### src/usart_pkg.sv
// Shared constants, types and helpers of the serial clock and frame block.
`default_nettype none

package usart_pkg;

   // ******************************************************************
   // Widths and counts
   // ******************************************************************
   localparam int DIVISOR_W = 12;
   localparam int HIGH_BYTE_W = 4;
   localparam int CHAR_W = 9;
   localparam int CNT_W = 4;
   localparam logic [CNT_W-1:0] LAST_PHASE_NORMAL = 4'hF;
   localparam logic [CNT_W-1:0] LAST_PHASE_DOUBLE = 4'h7;
   localparam logic [CNT_W-1:0] LAST_PHASE_SYNC = 4'h1;
   localparam logic [CNT_W-1:0] MID_PHASE_NORMAL = 4'h7;
   localparam logic [CNT_W-1:0] MID_PHASE_DOUBLE = 4'h3;
   localparam logic [CNT_W-1:0] MIN_DATA_BITS = 4'h5;
   localparam logic [CNT_W-1:0] NINE_DATA_BITS = 4'h9;

   // ******************************************************************
   // Field codes and reset values
   // ******************************************************************
   localparam logic [2:0] CHAR_SIZE_NINE = 3'h7;
   localparam int PARITY_ENABLE_POS = 1;
   localparam int PARITY_ODD_POS = 0;
   localparam logic [DIVISOR_W-1:0] DIVISOR_RESET = 12'h000;
   localparam logic LINE_IDLE = 1'b1;
   localparam logic START_LEVEL = 1'b0;

   // ******************************************************************
   // Types
   // ******************************************************************
   typedef struct packed {
      logic sync_mode_select;
      logic clock_pin_direction;
      logic sync_clock_polarity;
      logic double_speed_select;
      logic [2:0] char_size_field;
      logic [1:0] parity_mode_field;
      logic stop_bits_select;
   } cfg_t;

   typedef struct packed {
      logic [CHAR_W-1:0] data;
      logic frame_error_flag;
      logic parity_error;
   } rx_word_t;

   typedef enum logic [4:0] {
      LINE_IDLE_ST = 5'h01,
      LINE_START_ST = 5'h02,
      LINE_DATA_ST = 5'h04,
      LINE_PARITY_ST = 5'h08,
      LINE_STOP_ST = 5'h10
   } line_state_t;

   // ******************************************************************
   // Helpers
   // ******************************************************************
   function automatic logic [CNT_W-1:0] data_bits(input logic [2:0] size);
      data_bits = (size == CHAR_SIZE_NINE) ? NINE_DATA_BITS :
         MIN_DATA_BITS + {2'h0, size[1:0]};
   endfunction

   function automatic logic parity_bit(input logic [CHAR_W-1:0] d,
         input logic [2:0] size, input logic odd);
      logic p;
      p = odd;
      for (int i = 0; i < CHAR_W; i++) begin
         if (CNT_W'(i) < data_bits(size)) begin
            p = p ^ d[i];
         end
      end
      parity_bit = p;
   endfunction

endpackage

`default_nettype wire

### src/baud_generator.sv
// Down-counting baud rate generator with reload on the low divisor write.
`default_nettype none

module baud_generator (
   // Clock and reset
   input wire logic i_clock,
   input wire logic i_rst,
   input wire logic i_clock_en,
   // Divisor
   input wire logic [usart_pkg::DIVISOR_W-1:0] i_divisor,
   input wire logic i_reload,
   // Tick out
   output logic o_tick
);

   logic [usart_pkg::DIVISOR_W-1:0] count_q;

   always_ff @(posedge i_clock) begin
      if (i_rst) begin
         count_q <= usart_pkg::DIVISOR_RESET;
      end else if (i_clock_en) begin
         if (i_reload || count_q == '0) begin
            count_q <= i_divisor;
         end else begin
            count_q <= count_q - 1'b1;
         end
      end
   end

   assign o_tick = i_clock_en && !i_reload && count_q == '0;

endmodule

`default_nettype wire

### src/clock_edge_sync.sv
// Synchroniser and edge detector for the external transfer clock.
`default_nettype none

module clock_edge_sync (
   // Clock and reset
   input wire logic i_clock,
   input wire logic i_rst,
   input wire logic i_clock_en,
   // Pin and edges
   input wire logic i_pin,
   output logic o_rise,
   output logic o_fall
);

   logic meta_q;
   logic sync_q;
   logic last_q;

   always_ff @(posedge i_clock) begin
      if (i_rst) begin
         meta_q <= 1'b0;
         sync_q <= 1'b0;
         last_q <= 1'b0;
      end else if (i_clock_en) begin
         meta_q <= i_pin;
         sync_q <= meta_q;
         last_q <= sync_q;
      end
   end

   assign o_rise = i_clock_en && sync_q && !last_q;
   assign o_fall = i_clock_en && !sync_q && last_q;

endmodule

`default_nettype wire

### src/usart_clock_and_frame_format.sv
// Clock generation, framing transmitter and receiver of the serial block.
`default_nettype none

// Notes on behaviour
// - Counter reloads at zero and low write
// - One tick per divisor plus one clocks
// - Transmit bit clock divides tick 16/8/2
// - Receiver recovery uses 2, 8, 16 phases
// - Divisor is twelve bits from two bytes
// - Double speed only matters when asynchronous
// - Double speed gives eight samples per bit
// - External clock synchronised then edge detected
// - Clock pin output as master, input slave
// - Sample on edge opposite to change
// - Polarity swaps change and sample edges
// - All thirty frame formats are supported
// - Start, data LSB first, parity, stops
// - Start low, stop high, idle high
// - Format change aborts both directions
// - Only first stop bit checked for error
// - Parity is data xor, inverted when odd
// - Size, parity, stop fields select format
// - Mode select and pin direction pick clocking
// - Size seven means nine bits, ninth separate
// - Parity inserted only when upper bit set
module usart_clock_and_frame_format (
   // Clock, reset and enable
   input wire logic i_clock,
   input wire logic i_rst,
   input wire logic i_clock_en,
   // Configuration
   input wire usart_pkg::cfg_t i_cfg,
   input wire logic [usart_pkg::HIGH_BYTE_W-1:0] i_baud_divisor_high_byte,
   input wire logic [7:0] i_baud_divisor_low_byte,
   input wire logic i_low_byte_write,
   // Transmit side
   input wire logic i_tx_valid,
   input wire logic [7:0] i_tx_data,
   input wire logic i_ninth_transmit_bit,
   output logic o_tx_ready,
   output logic o_transmit_complete_flag,
   input wire logic i_transmit_complete_clear,
   // Receive side
   output logic o_rx_valid,
   output var usart_pkg::rx_word_t o_rx_word,
   output logic o_receive_complete_flag,
   input wire logic i_receive_complete_clear,
   // Serial pins
   input wire logic i_serial_receive_pin,
   output logic o_serial_transmit_pin,
   input wire logic i_transfer_clock_pin,
   output logic o_transfer_clock_pin,
   output logic o_transfer_clock_oe
);

   // ******************************************************************
   // Declarations
   // ******************************************************************
   logic baud_tick;
   logic ext_rise;
   logic ext_fall;
   logic sync_master;
   logic sync_slave;
   logic clk_rise;
   logic clk_fall;
   logic change_edge;
   logic sample_edge;
   logic [usart_pkg::CNT_W-1:0] last_phase;
   logic [usart_pkg::CNT_W-1:0] mid_phase;
   logic [usart_pkg::CNT_W-1:0] nbits;
   logic parity_on;
   logic [5:0] fmt;
   logic [5:0] fmt_q;
   logic fmt_change;
   logic [usart_pkg::CNT_W-1:0] tx_phase_q;
   logic tx_bit_tick;
   logic [usart_pkg::CHAR_W-1:0] hold_q;
   logic hold_valid_q;
   logic tx_take;
   logic tx_done;
   usart_pkg::line_state_t tx_state_q;
   logic [usart_pkg::CHAR_W-1:0] tx_shift_q;
   logic [usart_pkg::CNT_W-1:0] tx_cnt_q;
   logic tx_par_q;
   logic tx_second_q;
   logic tx_line_q;
   logic tx_flag_q;
   usart_pkg::line_state_t rx_state_q;
   logic [usart_pkg::CNT_W-1:0] rx_phase_q;
   logic [usart_pkg::CNT_W-1:0] rx_cnt_q;
   logic [usart_pkg::CHAR_W-1:0] rx_shift_q;
   logic rx_par_q;
   logic rx_sample;
   logic rx_start;
   logic rx_valid_q;
   usart_pkg::rx_word_t rx_word_q;
   logic rx_flag_q;
   logic xck_out_q;
   logic xck_oe_q;

   // ******************************************************************
   // Baud generator and external clock
   // ******************************************************************
   // twelve bit divisor
   baud_generator u_baud (
      .i_clock(i_clock),
      .i_rst(i_rst),
      .i_clock_en(i_clock_en),
      .i_divisor({i_baud_divisor_high_byte, i_baud_divisor_low_byte}),
      .i_reload(i_low_byte_write),
      .o_tick(baud_tick)
   );

   clock_edge_sync u_edge (
      .i_clock(i_clock),
      .i_rst(i_rst),
      .i_clock_en(i_clock_en),
      .i_pin(i_transfer_clock_pin),
      .o_rise(ext_rise),
      .o_fall(ext_fall)
   );

   // ******************************************************************
   // Mode decode and transfer clock
   // ******************************************************************
   // mode and direction
   assign sync_master = i_cfg.sync_mode_select && i_cfg.clock_pin_direction;
   assign sync_slave = i_cfg.sync_mode_select && !i_cfg.clock_pin_direction;

   always_comb begin
      if (i_cfg.sync_mode_select) begin
         last_phase = usart_pkg::LAST_PHASE_SYNC;
      end else if (i_cfg.double_speed_select) begin
         last_phase = usart_pkg::LAST_PHASE_DOUBLE;
      end else begin
         last_phase = usart_pkg::LAST_PHASE_NORMAL;
      end
      mid_phase = i_cfg.double_speed_select ? usart_pkg::MID_PHASE_DOUBLE
         : usart_pkg::MID_PHASE_NORMAL;
   end

   always_ff @(posedge i_clock) begin
      if (i_rst) begin
         xck_out_q <= 1'b0;
      end else if (i_clock_en) begin
         if (!sync_master) begin
            xck_out_q <= i_cfg.sync_clock_polarity;
         end else if (baud_tick) begin
            xck_out_q <= !xck_out_q;
         end
      end
   end

   always_ff @(posedge i_clock) begin
      if (i_rst) begin
         xck_oe_q <= 1'b0;
      end else if (i_clock_en) begin
         xck_oe_q <= sync_master;
      end
   end

   assign clk_rise = (sync_master && baud_tick && !xck_out_q) ||
      (sync_slave && ext_rise);
   assign clk_fall = (sync_master && baud_tick && xck_out_q) ||
      (sync_slave && ext_fall);

   assign change_edge = i_cfg.sync_clock_polarity ? clk_fall : clk_rise;
   assign sample_edge = i_cfg.sync_clock_polarity ? clk_rise : clk_fall;

   // ******************************************************************
   // Frame format
   // ******************************************************************
   // format fields
   assign nbits = usart_pkg::data_bits(i_cfg.char_size_field);
   assign parity_on = i_cfg.parity_mode_field[usart_pkg::PARITY_ENABLE_POS];
   assign fmt = {i_cfg.char_size_field, i_cfg.parity_mode_field,
      i_cfg.stop_bits_select};

   always_ff @(posedge i_clock) begin
      if (i_rst) begin
         fmt_q <= 6'h00;
      end else if (i_clock_en) begin
         fmt_q <= fmt;
      end
   end

   assign fmt_change = fmt != fmt_q;

   // ******************************************************************
   // Transmitter bit clock
   // ******************************************************************
   // divide by 16, 8, 2
   always_ff @(posedge i_clock) begin
      if (i_rst) begin
         tx_phase_q <= 4'h0;
      end else if (i_clock_en && baud_tick) begin
         if (tx_phase_q >= last_phase) begin
            tx_phase_q <= 4'h0;
         end else begin
            tx_phase_q <= tx_phase_q + 4'h1;
         end
      end
   end

   assign tx_bit_tick = i_cfg.sync_mode_select ? change_edge :
      (baud_tick && tx_phase_q >= last_phase);

   // ******************************************************************
   // Transmit holding register
   // ******************************************************************
   assign o_tx_ready = !hold_valid_q;
   assign tx_take = tx_bit_tick && hold_valid_q && !fmt_change &&
      (tx_state_q == usart_pkg::LINE_IDLE_ST ||
       (tx_state_q == usart_pkg::LINE_STOP_ST && !tx_second_q));
   assign tx_done = tx_bit_tick && !hold_valid_q && !fmt_change &&
      tx_state_q == usart_pkg::LINE_STOP_ST && !tx_second_q;

   always_ff @(posedge i_clock) begin
      if (i_rst) begin
         hold_q <= 9'h000;
         hold_valid_q <= 1'b0;
      end else if (i_clock_en) begin
         if (i_tx_valid && !hold_valid_q) begin
            hold_q <= {i_ninth_transmit_bit, i_tx_data};
            hold_valid_q <= 1'b1;
         end else if (tx_take) begin
            hold_valid_q <= 1'b0;
         end
      end
   end

   // ******************************************************************
   // Transmit frame sequencer
   // ******************************************************************
   // frame order
   always_ff @(posedge i_clock) begin
      if (i_rst) begin
         tx_state_q <= usart_pkg::LINE_IDLE_ST;
         tx_shift_q <= 9'h000;
         tx_cnt_q <= 4'h0;
         tx_par_q <= 1'b0;
         tx_second_q <= 1'b0;
         tx_line_q <= usart_pkg::LINE_IDLE;
      end else if (i_clock_en) begin
         if (fmt_change) begin
            tx_state_q <= usart_pkg::LINE_IDLE_ST;
            tx_line_q <= usart_pkg::LINE_IDLE;
         end else if (tx_take) begin
            tx_state_q <= usart_pkg::LINE_START_ST;
            tx_shift_q <= hold_q;
            tx_par_q <= usart_pkg::parity_bit(hold_q,
               i_cfg.char_size_field,
               i_cfg.parity_mode_field[usart_pkg::PARITY_ODD_POS]);
            tx_cnt_q <= 4'h0;
            tx_line_q <= usart_pkg::START_LEVEL;
         end else if (tx_bit_tick) begin
            case (tx_state_q)
               usart_pkg::LINE_IDLE_ST: begin
                  tx_line_q <= usart_pkg::LINE_IDLE;
               end
               usart_pkg::LINE_START_ST, usart_pkg::LINE_DATA_ST: begin
                  if (tx_cnt_q < nbits) begin
                     tx_state_q <= usart_pkg::LINE_DATA_ST;
                     tx_line_q <= tx_shift_q[tx_cnt_q];
                     tx_cnt_q <= tx_cnt_q + 4'h1;
                  end else if (parity_on) begin
                     tx_state_q <= usart_pkg::LINE_PARITY_ST;
                     tx_line_q <= tx_par_q;
                  end else begin
                     tx_state_q <= usart_pkg::LINE_STOP_ST;
                     tx_second_q <= i_cfg.stop_bits_select;
                     tx_line_q <= usart_pkg::LINE_IDLE;
                  end
               end
               usart_pkg::LINE_PARITY_ST: begin
                  tx_state_q <= usart_pkg::LINE_STOP_ST;
                  tx_second_q <= i_cfg.stop_bits_select;
                  tx_line_q <= usart_pkg::LINE_IDLE;
               end
               usart_pkg::LINE_STOP_ST: begin
                  if (tx_second_q) begin
                     tx_second_q <= 1'b0;
                  end else begin
                     tx_state_q <= usart_pkg::LINE_IDLE_ST;
                  end
                  tx_line_q <= usart_pkg::LINE_IDLE;
               end
               default: begin
                  tx_state_q <= usart_pkg::LINE_IDLE_ST;
                  tx_line_q <= usart_pkg::LINE_IDLE;
               end
            endcase
         end
      end
   end

   assign o_serial_transmit_pin = tx_line_q;

   // The completion flag is set when a frame ends with nothing queued.
   always_ff @(posedge i_clock) begin
      if (i_rst) begin
         tx_flag_q <= 1'b0;
      end else if (i_clock_en) begin
         if (tx_done) begin
            tx_flag_q <= 1'b1;
         end else if (i_transmit_complete_clear) begin
            tx_flag_q <= 1'b0;
         end
      end
   end

   assign o_transmit_complete_flag = tx_flag_q;

   // ******************************************************************
   // Receiver clock recovery
   // ******************************************************************
   // phase counter on tick
   always_ff @(posedge i_clock) begin
      if (i_rst) begin
         rx_phase_q <= 4'h0;
      end else if (i_clock_en) begin
         if (rx_state_q == usart_pkg::LINE_IDLE_ST) begin
            rx_phase_q <= 4'h0;
         end else if (baud_tick) begin
            if (rx_phase_q >= last_phase) begin
               rx_phase_q <= 4'h0;
            end else begin
               rx_phase_q <= rx_phase_q + 4'h1;
            end
         end
      end
   end

   // A low line at an idle tick or sample edge opens a frame.
   assign rx_start = i_cfg.sync_mode_select ?
      (sample_edge && !i_serial_receive_pin) :
      (baud_tick && !i_serial_receive_pin);
   assign rx_sample = i_cfg.sync_mode_select ? sample_edge :
      (baud_tick && rx_phase_q == mid_phase);

   // ******************************************************************
   // Receive frame sequencer
   // ******************************************************************
   always_ff @(posedge i_clock) begin
      if (i_rst) begin
         rx_state_q <= usart_pkg::LINE_IDLE_ST;
         rx_cnt_q <= 4'h0;
         rx_shift_q <= 9'h000;
         rx_par_q <= 1'b0;
         rx_valid_q <= 1'b0;
         rx_word_q <= '0;
      end else if (i_clock_en) begin
         rx_valid_q <= 1'b0;
         if (fmt_change) begin
            rx_state_q <= usart_pkg::LINE_IDLE_ST;
         end else begin
            case (rx_state_q)
               usart_pkg::LINE_IDLE_ST: begin
                  if (rx_start) begin
                     rx_state_q <= i_cfg.sync_mode_select ?
                        usart_pkg::LINE_DATA_ST : usart_pkg::LINE_START_ST;
                     rx_cnt_q <= 4'h0;
                     rx_shift_q <= 9'h000;
                  end
               end
               usart_pkg::LINE_START_ST: begin
                  if (rx_sample) begin
                     rx_state_q <= i_serial_receive_pin ?
                        usart_pkg::LINE_IDLE_ST : usart_pkg::LINE_DATA_ST;
                  end
               end
               usart_pkg::LINE_DATA_ST: begin
                  if (rx_sample) begin
                     rx_shift_q[rx_cnt_q] <= i_serial_receive_pin;
                     rx_cnt_q <= rx_cnt_q + 4'h1;
                     if (rx_cnt_q + 4'h1 >= nbits) begin
                        rx_state_q <= parity_on ?
                           usart_pkg::LINE_PARITY_ST :
                           usart_pkg::LINE_STOP_ST;
                     end
                  end
               end
               usart_pkg::LINE_PARITY_ST: begin
                  if (rx_sample) begin
                     rx_par_q <= i_serial_receive_pin;
                     rx_state_q <= usart_pkg::LINE_STOP_ST;
                  end
               end
               usart_pkg::LINE_STOP_ST: begin
                  if (rx_sample) begin
                     rx_state_q <= usart_pkg::LINE_IDLE_ST;
                     rx_valid_q <= 1'b1;
                     rx_word_q.data <= rx_shift_q;
                     rx_word_q.frame_error_flag <= !i_serial_receive_pin;
                     rx_word_q.parity_error <= parity_on &&
                        (rx_par_q != usart_pkg::parity_bit(rx_shift_q,
                        i_cfg.char_size_field,
                        i_cfg.parity_mode_field[usart_pkg::PARITY_ODD_POS]));
                  end
               end
               default: begin
                  rx_state_q <= usart_pkg::LINE_IDLE_ST;
               end
            endcase
         end
      end
   end

   // A new character wins over a clear in the same cycle.
   always_ff @(posedge i_clock) begin
      if (i_rst) begin
         rx_flag_q <= 1'b0;
      end else if (i_clock_en) begin
         if (rx_valid_q) begin
            rx_flag_q <= 1'b1;
         end else if (i_receive_complete_clear) begin
            rx_flag_q <= 1'b0;
         end
      end
   end

   // ******************************************************************
   // Outputs
   // ******************************************************************
   assign o_rx_valid = rx_valid_q;
   assign o_rx_word = rx_word_q;
   assign o_receive_complete_flag = rx_flag_q;
   assign o_transfer_clock_pin = xck_out_q;
   assign o_transfer_clock_oe = xck_oe_q;

endmodule

`default_nettype wire

### config.mk
export PLATFORM = sky130hd
export DESIGN_NAME = usart_clock_and_frame_format
export DESIGN_NICKNAME = d
export VERILOG_FILES = /design/src/usart_pkg.sv /design/src/baud_generator.sv /design/src/clock_edge_sync.sv /design/src/usart_clock_and_frame_format.sv
export SDC_FILE = /design/constraint.sdc
export NUM_CORES = 1
export LEC_CHECK = 0
export ABC_CLOCK_PERIOD_IN_PS = 3100
export BUFFER_PORTS_ARGS = -buffer_cell sky130_fd_sc_hd__buf_2
export CAP_MARGIN = 20
export CORE_MARGIN = 1.5
export CORE_UTILIZATION = 59
export DETAILED_ROUTE_END_ITERATION = 10
export PLACE_DENSITY = 0.8
export SYNTH_ARGS = -nofsm -noshare
export SYNTH_HDL_FRONTEND = slang
export SYNTH_SLANG_ARGS = --single-unit
### constraint.sdc
create_clock -name i_clock -period 3.1 [get_ports i_clock]
set_input_delay 0.31 -clock i_clock [delete_from_list [all_inputs] [get_ports i_clock]]
set_output_delay 0.31 -clock i_clock [all_outputs]
set_load 0.01 [all_outputs]
After elaboration in Yosys (flattened, before gate mapping)

Cells that the tools add are included.
W data, S select, Z words.

Output and inout bits: 18
Flip-flop bits (word level): 95
Input port bits: 40
Word-level logic and storage cells: 326

Order comparisons: 16
Reduce and logical (&&, ||, !) cells: 69
Bitwise gates (word level): 20
Multiplexer cells: 161
Add/subtract/negate cells: 6
Eq/ne operators: 27

Operator list:

| cell                    | number |
|---|---|
| $mux W1                 | 121 |
| $mux W5                 | 13 |
| $mux W4                 | 13 |
| $logic_and A1 B1 Y1     | 29 |
| $pmux W5 S5             | 1 |
| $ne A3 B3 Y1 const B    | 7 |
| $pmux W5 S4             | 1 |
| $mux W9                 | 2 |
| $pmux W9 S2             | 1 |
| $xor A1 B1 Y1           | 18 |
| $add A4 B1 Y4 const B   | 4 |
| $lt A3 B4 Y1 const A    | 4 |
| $reduce_bool A2 Y1      | 8 |
| $reduce_and A2 Y1       | 7 |
| $reduce_and A7 Y1       | 2 |
| $ge A4 B4 Y1            | 3 |
| $logic_not A12 Y1       | 1 |
| $mux W12                | 1 |
| $reduce_and A4 Y1       | 3 |
| $sub A12 B1 Y12 const B | 1 |
| $eq A5 B1 Y1 const B    | 2 |
| $eq A5 B2 Y1 const B    | 2 |
| $eq A5 B3 Y1 const B    | 2 |
| $eq A5 B4 Y1 const B    | 2 |
| 27 further kinds        | 51 |

Longest topological paths before layout

Gate-level depths: netlist of run 1.

Word-level depth: 71
Gate-level depth with buffers: 12
Depth with buffers taken out: 11

Modules after synthesis

From an unflattened synthesis of run 1, not the netlist that was laid out.

Cell total of the unflattened synthesis: 651
Area, all modules: 5,631.7 µm²

By module, submodules not included:

| module                       | sequential area each (µm²) | cells an instance | area each (µm²) | instances |
|---|---|---|---|---|
| usart_clock_and_frame_format | 1,601.5                    | 529               | 4,588.2         | 1 |
| baud_generator               | 240.2                      | 110               | 927.1           | 1 |
| clock_edge_sync              | 60.1                       | 12                | 116.4           | 1 |

Worst setup path before layout of run 1

OpenSTA, ideal clock, no wires.

Kind: input port to flip-flop
Start: in i_cfg[9] in the netlist's numbering
End: reg tx_state_q[4]
Setup slack: 0.574 ns
Cell stages on the path: 11
Data required time: 3.016 ns
Path buffers: 2
Data arrival time: 2.442 ns
Library setup time: 0.084 ns
Cell sequence: buf_2 or2_2 ha_1 a21oi_1 o21ai_0 nand2_1 o22ai_4 and2_4 buf_6 or4_4 o31ai_2

Word-level cells in the longest chain between the ends: 11
Elaborated cells on any way between the ends: 23
Classes of those cells: order compare (1); eq/ne (2); mux (5); reduce/logical (15)

Ends and longest elaborated chain:

| element                                                              | RTL line                            | text |
|---|---|---|
| from (decl)                                                          | usart_clock_and_frame_format.sv:32  | `input wire usart_pkg::cfg_t i_cfg,` |
| parallel branches: the longest is 5 deep, another holds $ge A4 B4 Y1 | n/a                                 |  |
| $mux W1 *                                                            | usart_clock_and_frame_format.sv:205 | `assign tx_bit_tick = i_cfg.sync_mode_select ? change_edge :` |
| $logic_and A1 B1 Y1 (3 in a row)                                     | usart_clock_and_frame_format.sv:212 | `assign tx_take = tx_bit_tick && hold_valid_q && !fmt_change &&` |
| $ne A4 B4 Y1 (no source line), or another cell as far along          | n/a                                 |  |
| $reduce_and A4 Y1 (no source line) or $mux W5 (tied branches)        | n/a                                 |  |
| to (signal assigned)                                                 | usart_clock_and_frame_format.sv:238 | `tx_state_q <= usart_pkg::LINE_IDLE_ST;` |
| to (signal assigned)                                                 | usart_clock_and_frame_format.sv:246 | `tx_state_q <= usart_pkg::LINE_IDLE_ST;` |
| to (signal assigned)                                                 | usart_clock_and_frame_format.sv:249 | `tx_state_q <= usart_pkg::LINE_START_ST;` |
| to (decl)                                                            | usart_clock_and_frame_format.sv:81  | `usart_pkg::line_state_t tx_state_q;` |

Every way passes the cells marked *.
A chain may end at the register's enable or synchronous reset.

Final worst setup path of run 1

Start: reg u_baud.count_q[0] in the netlist's numbering
End: reg rx_shift_q[1] in the netlist's numbering

Word-level cells in the longest chain between the ends: 10
Elaborated cells on any way between the ends: 16
Classes of those cells: eq/ne (2); mux (3); reduce/logical (11)

Ends and longest elaborated chain:

| element                                       | RTL line                                                                 | text |
|---|---|---|
| from (decl)                                   | baud_generator.sv:16                                                     | `logic [usart_pkg::DIVISOR_W-1:0] count_q;` |
| from (signal assigned)                        | baud_generator.sv:20                                                     | `count_q <= usart_pkg::DIVISOR_RESET;` |
| from (signal assigned)                        | baud_generator.sv:23                                                     | `count_q <= i_divisor;` |
| from (signal assigned)                        | baud_generator.sv:25                                                     | `count_q <= count_q - 1'b1;` |
| $logic_not A12 Y1 *                           | baud_generator.sv:30                                                     | `assign o_tick = i_clock_en && !i_reload && count_q == '0;` |
| $logic_and A1 B1 Y1 *                         | baud_generator.sv:30                                                     |  |
| $logic_and A1 B1 Y1                           | usart_clock_and_frame_format.sv:162, usart_clock_and_frame_format.sv:164 |  |
| $logic_and A1 B1 Y1, on equally long branches | usart_clock_and_frame_format.sv:164, usart_clock_and_frame_format.sv:162 |  |
| $logic_or A1 B1 Y1, on equally long branches  | usart_clock_and_frame_format.sv:164, usart_clock_and_frame_format.sv:162 |  |
| $mux W1                                       | usart_clock_and_frame_format.sv:168                                      | `assign sample_edge = i_cfg.sync_clock_polarity ? clk_rise : clk_fall;` |
| $logic_and A1 B1 Y1                           | usart_clock_and_frame_format.sv:336                                      | `(sample_edge && !i_serial_receive_pin) :` |
| $mux W1                                       | usart_clock_and_frame_format.sv:335                                      | `assign rx_start = i_cfg.sync_mode_select ?` |
| $ne A2 B2 Y1 (no source line)                 | n/a                                                                      |  |
| $reduce_and A5 Y1 (no source line) *          | n/a                                                                      |  |
| to (signal, indexed assignment)               | usart_clock_and_frame_format.sv:374                                      | `rx_shift_q[rx_cnt_q] <= i_serial_receive_pin;` |
| to (decl)                                     | usart_clock_and_frame_format.sv:91                                       | `logic [usart_pkg::CHAR_W-1:0] rx_shift_q;` |

Every way passes the cells marked *; elsewhere a longest branch is shown, timed or not.

==> results.json, run 1 <==
{
  "port_buffers": 57,
  "track_usage": 0.2615,
  "ctsResizeCount": 0,
  "power.leakage_nw": 2.487,
  "viasPerCell": 5.979,
  "pre_cts_ws_ns": 0.2417,
  "drv_slew": 0,
  "layout_common_cells": "95 x dfxtp_1, 78 x nor2_1, 58 x nand2_1",
  "drive_gt1_frac": 0.1676,
  "max_slew_margin": 0.4848,
  "drc": 2,
  "synth_compound_gate_area_share": 0.1846,
  "synthFlopType": "dfxtp_1",
  "synth.area.mux_share": 0.08142,
  "post_drt_wl_per_cell_um": 15.72,
  "fin_skew_ns": 0.01445,
  "max_slew.worst_pin.slew_ns": 0.7720,
  "finalCritPeriodShare": 0.9102,
  "clock_path_buffers": 2,
  "p_sw_w": 0.0006960,
  "setup_violations": 0,
  "final_common_cell": "dfxtp_1",
  "grt_pass1_vias": 4571,
  "clock.fmax_mhz": 354.4,
  "clkLatencyLatePin_ns": 0.37,
  "fin_tns_setup_ns": 0,
  "violations": "design-rule violations",
  "place.gp.congestion": 0.9059,
  "cp-end-kind": "flop",
  "clock-sinks": 95,
  "htreeDepth": 3,
  "startpoint_type": "flop",
  "p_clk_frac": 0.339,
  "place_hpwl_um": 9078,
  "setup_ws_ns": 0.2783,
  "grt_pass1_wl_um": 20910,
  "cp.required_ns": 3.36,
  "fin_area_um2": 5969,
  "max-vdd-ir-drop_uv": 292.9,
  "pwr-share-seq": 0.515,
  "status": "finished with violations",
  "swShare": 0.2779,
  "ys_seq_elements": 95,
  "crit_fanout": 10,
  "syn_inst": 641,
  "area_growth_pct": 10.36,
  "min_path_type": "in -> reg",
  "seq_area_frac_synth": 0.3516,
  "intPower_w": 0.001808,
  "dr.pass1.iters": 8,
  "syn_nets": 706,
  "nNetsFinal": 752,
  "grt.overflow.total": 0,
  "finalPower_w": 0.002504,
  "cts_root_buffer": "clkbuf_8",
  "routed_wl_um": 12570,
  "synth_area_um2": 5409,
  "placed_area_um2": 5749,
  "ant_nets": 0,
  "ios": 58,
  "antenna_found_initial": 0,
  "holdWs_ns": 0.1733,
  "power_density_nw_per_um2": 419.5,
  "ys_types": 72,
  "final-hold-violation-count": 0,
  "synth-edff-count": 0,
  "cts_buffers": 9,
  "synthArstFlopShare": 0,
  "synth_warnings": 0,
  "rsz0062_at_grt": "no",
  "rows": 34,
  "cts_setup_buffers": 0,
  "crit_type": "reg -> reg",
  "grt_max_degree": 40,
  "core-area_um2": 8806,
  "path_clk_slew_ns": 0.10,
  "fp.dieArea_um2": 9752,
  "n_antenna_cell": 0,
  "maxCapViolCount": 0,
  "synthAdderAreaFrac": 0.05783,
  "die_h_um": 98.75,
  "arrival_ns": 3.09,
  "synth_top_family_by_area": "simple AND/OR/NAND/NOR gates",
  "start_util": 0.6142,
  "drt_iter0_drc": 256,
  "hold_buffers": 0,
  "chipWidth_um": 98.75,
  "min_period_ns": 2.822,
  "syn_avg_cell_area_um2": 8.438,
  "synth-simple-area-share": 0.2221,
  "synth-xor-area-share": 0.05991,
  "vias": 4783,
  "pwr-share-comb": 0.146,
  "cts_tree": "done"
}
-- layout make-up --
| class | count | area (um2) |
|---|---|---|
| Clock inverter | 6 | 67.56 |
| Multi-Input combinational cell | 495 | 3277 |
| Sequential cell | 95 | 1902 |
| Inverter | 14 | 52.55 |
| Clock buffer | 10 | 137.6 |
| Timing Repair Buffer | 72 | 397.9 |
| Fill cell | 734 | 2836 |
| Tap cell | 108 | 135.1 |
-- power groups by stage --
stage	registers, W	logic [W]	clock network, W
after detailed placement	0.00132	0.000356	0
after CTS	0.00129	0.000359	0.000861
final	0.00129	0.000365	0.000849
after floorplan	0.00131	0.000270	0
after global routing	0.00130	0.000403	0.000906
after global placement	0.00132	0.000346	0
-- registers in the layout (all words and copies together) (netlist names), 5 cells and up --
signal,cells
tx_state_q,5
u_baud.count_q,12
tx_shift_q,9
rx_shift_q,9
o_rx_word,11
fmt_q,6
hold_q,9
rx_state_q,5
-- stage by stage --
stage          cells    util
2_1_floorplan    641       -
3_3_place_gp     782  0.6529
3_5_place_dp     782  0.6529
4_1_cts          798  0.6762
5_1_grt          800  0.6779
6_report         800  0.6779
-- worst max-delay path: stages (launching register included) --
cell and delay [ns]:
dfxtp_1 0.36, inv_1 0.07, ha_1 0.17, nor3b_1 0.36, and4_1 0.34, nand4b_1 0.27, o211ai_2 0.19, o21ai_1 0.25
or3_1 0.45, a32o_1 0.27
-- Yosys cell counts, types with 4 or more instances --
library cell / instances / area share
inv_1: 14 / 0.0097
nor4_1: 5 / 0.0058
buf_2: 6 / 0.0056
xnor2_1: 24 / 0.039
xor2_1: 13 / 0.021
dfxtp_1: 95 / 0.35
mux2_2: 4 / 0.0083
nor2b_1: 8 / 0.0093
or2_2: 5 / 0.0058
and3_1: 4 / 0.0046
a32o_1: 8 / 0.015
buf_6: 4 / 0.0083
mux2i_1: 35 / 0.065
a21oi_1: 51 / 0.047
nand2b_1: 8 / 0.0093
nand2_1: 58 / 0.040
clkbuf_1: 22 / 0.015
ha_1: 25 / 0.058
o211ai_1: 4 / 0.0056
nor3_1: 11 / 0.010
or3_1: 13 / 0.015
o21ai_0: 31 / 0.029
a211oi_1: 6 / 0.0083
buf_1: 4 / 0.0028
nor2_1: 78 / 0.054
nand4_1: 4 / 0.0046
a22oi_1: 9 / 0.012
nand3_1: 24 / 0.022
-- layer usage --
metal,share of wire,vias to the layer above,GRT usage,routed length (um)
met5,0,-,0,0
met4,0.017,0,0.09011,215
met3,0.052,20,0.04255,652
met2,0.47,127,0.4318,5896
met1,0.46,2251,0.3487,5807
li1,-,2385,-,-
-- worst paths after layout --
kind | start | endpoint | slack, ns | cells past startpoint
min reg2reg | o_transmit_complete_flag$_SDFFE_PP0P_ | o_transmit_complete_flag$_SDFFE_PP0P_ | 0.46 | 2
max reg2reg | u_baud.count_q[0]$_SDFFE_PP0P_ | rx_shift_q[1]$_SDFFE_PP0P_ | 0.28 | 9
min | i_tx_data[4] | hold_q[4]$_SDFFE_PP0P_ | 0.17 | 3
max | u_baud.count_q[0]$_SDFFE_PP0P_ | rx_shift_q[1]$_SDFFE_PP0P_ | 0.28 | 9
-- kinds of logic (layout without fill, tap and decap cells) --
kind of cell / after synthesis / in the layout
compound gates: 149 / 149
xor+xnor: 37 / 37
fa+ha+maj: 25 / 25
buf+inv: 51 / 102
flops: 95 / 95
mux: 41 / 41
simple gates: 243 / 243
Note: power is estimated with default switching activity, not from simulation.
==> inputs of run 2 (changes only) <==
- CORE_UTILIZATION: 59 -> 30
- CTS_CLUSTER_SIZE: default -> 24
- PLACE_DENSITY: 0.8 -> default
==> results.json, run 2 (synthesis results as in run 1) <==
{
  "drt_iter0_drc": 370,
  "path_clk_slew_ns": 0.07,
  "min_period_ns": 2.887,
  "ctsResizeCount": 0,
  "pwr-share-seq": 0.477,
  "clock-sinks": 95,
  "grt.overflow.total": 0,
  "fin_cells": 919,
  "final_common_cell": "dfxtp_1",
  "htreeDepth": 3,
  "dpl.cell_count": 903,
  "rsz0062_at_grt": "yes",
  "status": "completed",
  "max_slew.worst_pin.slew_ns": 0.6381,
  "post_drt_wl_per_cell_um": 14.62,
  "maxCapViolCount": 0,
  "p_clk_frac": 0.388,
  "max_slew_margin": 0.5727,
  "layout_common_cells": "95 x dfxtp_1, 78 x nor2_1, 58 x nand2_1",
  "dr.pass1.iters": 5,
  "holdWs_ns": 0.1799,
  "cts_tree": "done",
  "port_buffers": 57,
  "power_density_nw_per_um2": 436.4,
  "vias": 4687,
  "ant_nets": 0,
  "die_h_um": 137.3,
  "crit_type": "reg -> reg",
  "clkLatencyLatePin_ns": 0.36,
  "track_usage": 0.1504,
  "setup_violations": 0,
  "start_util": 0.3095,
  "arrival_ns": 3.13,
  "rows": 48,
  "viasPerCell": 5.100,
  "place.gp.congestion": 0.8548,
  "ios": 58,
  "clock_path_buffers": 2,
  "fp.dieArea_um2": 18840,
  "placed_area_um2": 5926,
  "routed_wl_um": 13440,
  "area_growth_pct": 14.64,
  "drive_gt1_frac": 0.1700,
  "grt_pass1_wl_um": 22070,
  "intPower_w": 0.001959,
  "fin_skew_ns": 0.009433,
  "power.leakage_nw": 2.536,
  "cp.required_ns": 3.34,
  "crit_fanout": 7,
  "cts_buffers": 9,
  "clock.fmax_mhz": 346.4,
  "drc": 0,
  "finalCritPeriodShare": 0.9313,
  "swShare": 0.2760,
  "nNetsFinal": 754,
  "cts_root_buffer": "clkbuf_16",
  "core-area_um2": 17480,
  "antenna_found_initial": 0,
  "place_hpwl_um": 9671,
  "largest_reg_flops": 12,
  "hold_buffers": 0,
  "chipWidth_um": 137.3,
  "top_register": "u_baud.count_q",
  "cp-end-kind": "flop",
  "p_sw_w": 0.0007468,
  "pwr-share-comb": 0.135,
  "startpoint_type": "flop",
  "grt_pass1_vias": 4362,
  "min_path_type": "in -> reg",
  "fin_area_um2": 6201,
  "max-vdd-ir-drop_uv": 254.9,
  "final-hold-violation-count": 0,
  "drv_slew": 0,
  "n_antenna_cell": 0,
  "grt_max_degree": 51,
  "cts_setup_buffers": 0
}
## run 2: cell types whose count changed in the layout (fill, tap and decap cells not counted), sizes merged
cell      delta
buf          +2
bufinv       -1
clkinv       +3
clkinvlp     -2
## run 2: worst max-delay path, cell delays in order, from the launching register on
cell      delay, ns
dfxtp_1        0.34
inv_1          0.06
ha_1           0.18
nor3b_1        0.32
nand4_1        0.35
o21a_1         0.34
o21ai_1        0.29
o2111a_1       0.33
o21a_1         0.21
mux2_2         0.34
## run 2: stage by stage
step,setup WS (ns),util,power (W),TNS [ns]
floorplan,0.5741,-,0.001577,0
global placement,0.3052,0.3391,0.001685,0
detailed placement,0.2469,0.3391,0.001684,0
CTS,0.2064,0.3547,0.002730,0
global route,-0.007626,0.3548,0.002823,-0.007626
finish,0.2129,0.3548,0.002706,0
## run 2: final timing paths
path                                   from  cells after the start                         end  slack [ns]
min                            i_tx_data[0]                      3      hold_q[0]$_SDFFE_PP0P_        0.18
max          u_baud.count_q[0]$_SDFFE_PP0P_                      9  rx_state_q[2]$_SDFFE_PP0P_        0.21
max reg2reg  u_baud.count_q[0]$_SDFFE_PP0P_                      9  rx_state_q[2]$_SDFFE_PP0P_        0.21
min reg2reg      tx_shift_q[4]$_SDFFE_PP0P_                      2  tx_shift_q[4]$_SDFFE_PP0P_        0.45
## run 2: layer usage
layer	track usage	share of wire
met1	0.2086	0.51
met2	0.2253	0.44
met3	0.03054	0.039
met4	0.06433	0.018
met5	0	0
## run 2: final cells by class
cell class / instances / area [um2]
Timing Repair Buffer: 74 / 412.9
Sequential cell: 95 / 1902
Fill cell: 1797 / 11280
Multi-Input combinational cell: 495 / 3278
Tap cell: 225 / 281.5
Clock buffer: 10 / 229.0
Clock inverter: 6 / 45.04
Inverter: 14 / 52.55
## run 2: power groups by stage
stage | registers [W] | logic (W) | clock network, W
floorplan | 0.00131 | 0.000270 | 0
global placement | 0.00132 | 0.000365 | 0
detailed placement | 0.00132 | 0.000365 | 0
CTS | 0.00129 | 0.000367 | 0.00107
global route | 0.00130 | 0.000411 | 0.00112
finish | 0.00129 | 0.000366 | 0.00105
==> inputs of run 3 (changes only) <==
- BUFFER_PORTS_ARGS: -buffer_cell sky130_fd_sc_hd__buf_2 -> default
- DONT_BUFFER_PORTS: default -> 1
==> results.json, run 3 (synthesis results as in run 1) <==
{
  "status": "completed",
  "max_stage_delay_ns": 0.44,
  "routed_wl_um": 13250,
  "min_period_ns": 2.754,
  "max_slew_margin": 0.5493,
  "place_hpwl_um": 9543,
  "max-vdd-ir-drop_uv": 324.3,
  "port_buffers": 0,
  "crit_fanout": 10,
  "dr.pass1.iters": 5,
  "final_common_cell": "dfxtp_1",
  "maxCapViolCount": 0,
  "clock.fmax_mhz": 363.1,
  "fp.dieArea_um2": 18840,
  "grt_max_degree": 76,
  "fin_skew_ns": 0.008334,
  "clkLatencyLatePin_ns": 0.35,
  "rsz0062_at_grt": "no",
  "drv_slew": 0,
  "grt_pass1_vias": 4243,
  "cp-end-kind": "flop",
  "largest_reg_flops": 12,
  "hold_end": "o_transmit_complete_flag$_SDFFE_PP0P_",
  "max_slew.worst_pin.slew_ns": 0.6715,
  "cts_root_buffer": "clkbuf_16",
  "viasPerCell": 5.172,
  "die_h_um": 137.3,
  "power.leakage_nw": 2.291,
  "min_path_type": "in -> reg",
  "crit_chain": "inv_1 > ha_1 > nor3b_2 > and4_1 > nand4b_1 > o211ai_2 > o21ai_1 > or3_1 > a32o_1",
  "antenna_found_initial": 0,
  "r2r_slack_ns": 0.35,
  "drive_gt1_frac": 0.08889,
  "crit_buf_inv": 1,
  "reg2reg_from": "u_baud.count_q[0]$_SDFFE_PP0P_",
  "ff2ff_path_depth": 9,
  "grt_pass1_wl_um": 21720,
  "finalPower_w": 0.002896,
  "ant_nets": 0,
  "fin_tns_setup_ns": 0,
  "vias": 4422,
  "power_density_nw_per_um2": 486.8,
  "place.gp.congestion": 0.8425,
  "n_antenna_cell": 0,
  "drc": 0,
  "area_growth_pct": 9.970,
  "finalCritPeriodShare": 0.8884,
  "nNetsFinal": 690,
  "dpl.cell_count": 838,
  "track_usage": 0.1472,
  "timing.rr.end": "rx_shift_q[2]$_SDFFE_PP0P_",
  "cts_tree": "done",
  "post_drt_wl_per_cell_um": 15.50,
  "top_register": "u_baud.count_q",
  "ios": 58,
  "cp-startpoint": "u_baud.count_q[0]$_SDFFE_PP0P_",
  "slowest_stage": "or3_1",
  "hold_buffers": 0,
  "holdWs_ns": 0.02260,
  "hold_depth": 1,
  "drt_iter0_drc": 322,
  "layout_common_cells": "95 x dfxtp_1, 78 x nor2_1, 58 x nand2_1",
  "rows": 48,
  "startpoint_type": "flop",
  "start_util": 0.3095,
  "chipWidth_um": 137.3,
  "cp.required_ns": 3.34,
  "core-area_um2": 17480,
  "setup_violations": 0,
  "crit_type": "reg -> reg",
  "hp-start": "i_rst",
  "fin_cells": 855,
  "clock_path_buffers": 2,
  "final-hold-violation-count": 0,
  "clock-sinks": 95,
  "htreeDepth": 3,
  "arrival_ns": 3.00,
  "path_clk_slew_ns": 0.07,
  "cts_buffers": 9,
  "grt.overflow.total": 0,
  "crit_family": "simple AND/OR/NAND/NOR gates"
}
-- run 3: cell types whose count changed in the layout (fill, tap and decap cells not counted) --
cell,before,now
buf_2,57,0
buf_4,17,10
bufinv_16,0,3
clkinv_2,2,0
clkinv_4,2,0
inv_6,2,4
and4_1,0,1
and4_2,1,0
clkbuf_1,1,0
nor3_1,11,10
nor3_2,0,1
nor3b_1,3,2
nor3b_2,0,1
-- run 3: how the worst max path moves through the flow --
stage                                       to  slack [ns]  cells after the start
global placement    rx_state_q[2]$_SDFFE_PP0P_        0.35                      9
finish              rx_shift_q[2]$_SDFFE_PP0P_        0.35                      9
floorplan           tx_state_q[4]$_SDFFE_PP0P_        0.57                     11
global route        rx_shift_q[0]$_SDFFE_PP0P_        0.13                      9
detailed placement  rx_state_q[2]$_SDFFE_PP0P_        0.18                      9
CTS                 rx_state_q[2]$_SDFFE_PP0P_        0.16                      9
-- run 3: layout make-up --
class                           count  area, um2
Clock buffer                        9      225.2
Timing Repair Buffer               10      75.07
Clock inverter                      7      125.1
Sequential cell                    95       1902
Multi-Input combinational cell    495       3287
Fill cell                        1809      11530
Inverter                           14      52.55
Tap cell                          225      281.5
-- run 3: routing by layer --
metal,vias up,part of all wire,GRT usage
li1,2267,-,-
met1,2054,0.49,0.1955
met2,83,0.44,0.2267
met3,18,0.048,0.03642
met4,0,0.020,0.06257
met5,-,0,0
-- run 3: what timing repair did --
item	CTS	global route
setup buffers	0	1
gates resized for setup	0	2
setup endpoints to repair	0	15
endpoints found under the hold margin	0	0
-- run 3: stage by stage --
step           worst slack, ns  cell area (um2)  utilization
2_1_floorplan           0.5741             5409            -
3_3_place_gp            0.3526             5580       0.3193
3_5_place_dp            0.1829             5580       0.3193
4_1_cts                 0.1576             5931       0.3393
5_1_grt                 0.1298             5948       0.3403
6_report                0.3459             5948       0.3403
-- run 3: where the power goes --
group,internal [W],switching (W)
Clock,0.000800,0.000509
Sequential,0.00125,0.0000401
Combinational,0.000134,0.000159
-- run 3: worst register-to-register path: cells and delay by family (launching register included) --
family          cells  cell delay [ns]
simple gates        4             1.37
compound gates      3             0.69
fa+ha+maj           1             0.18
buf+inv             1             0.07
flops               1             0.34
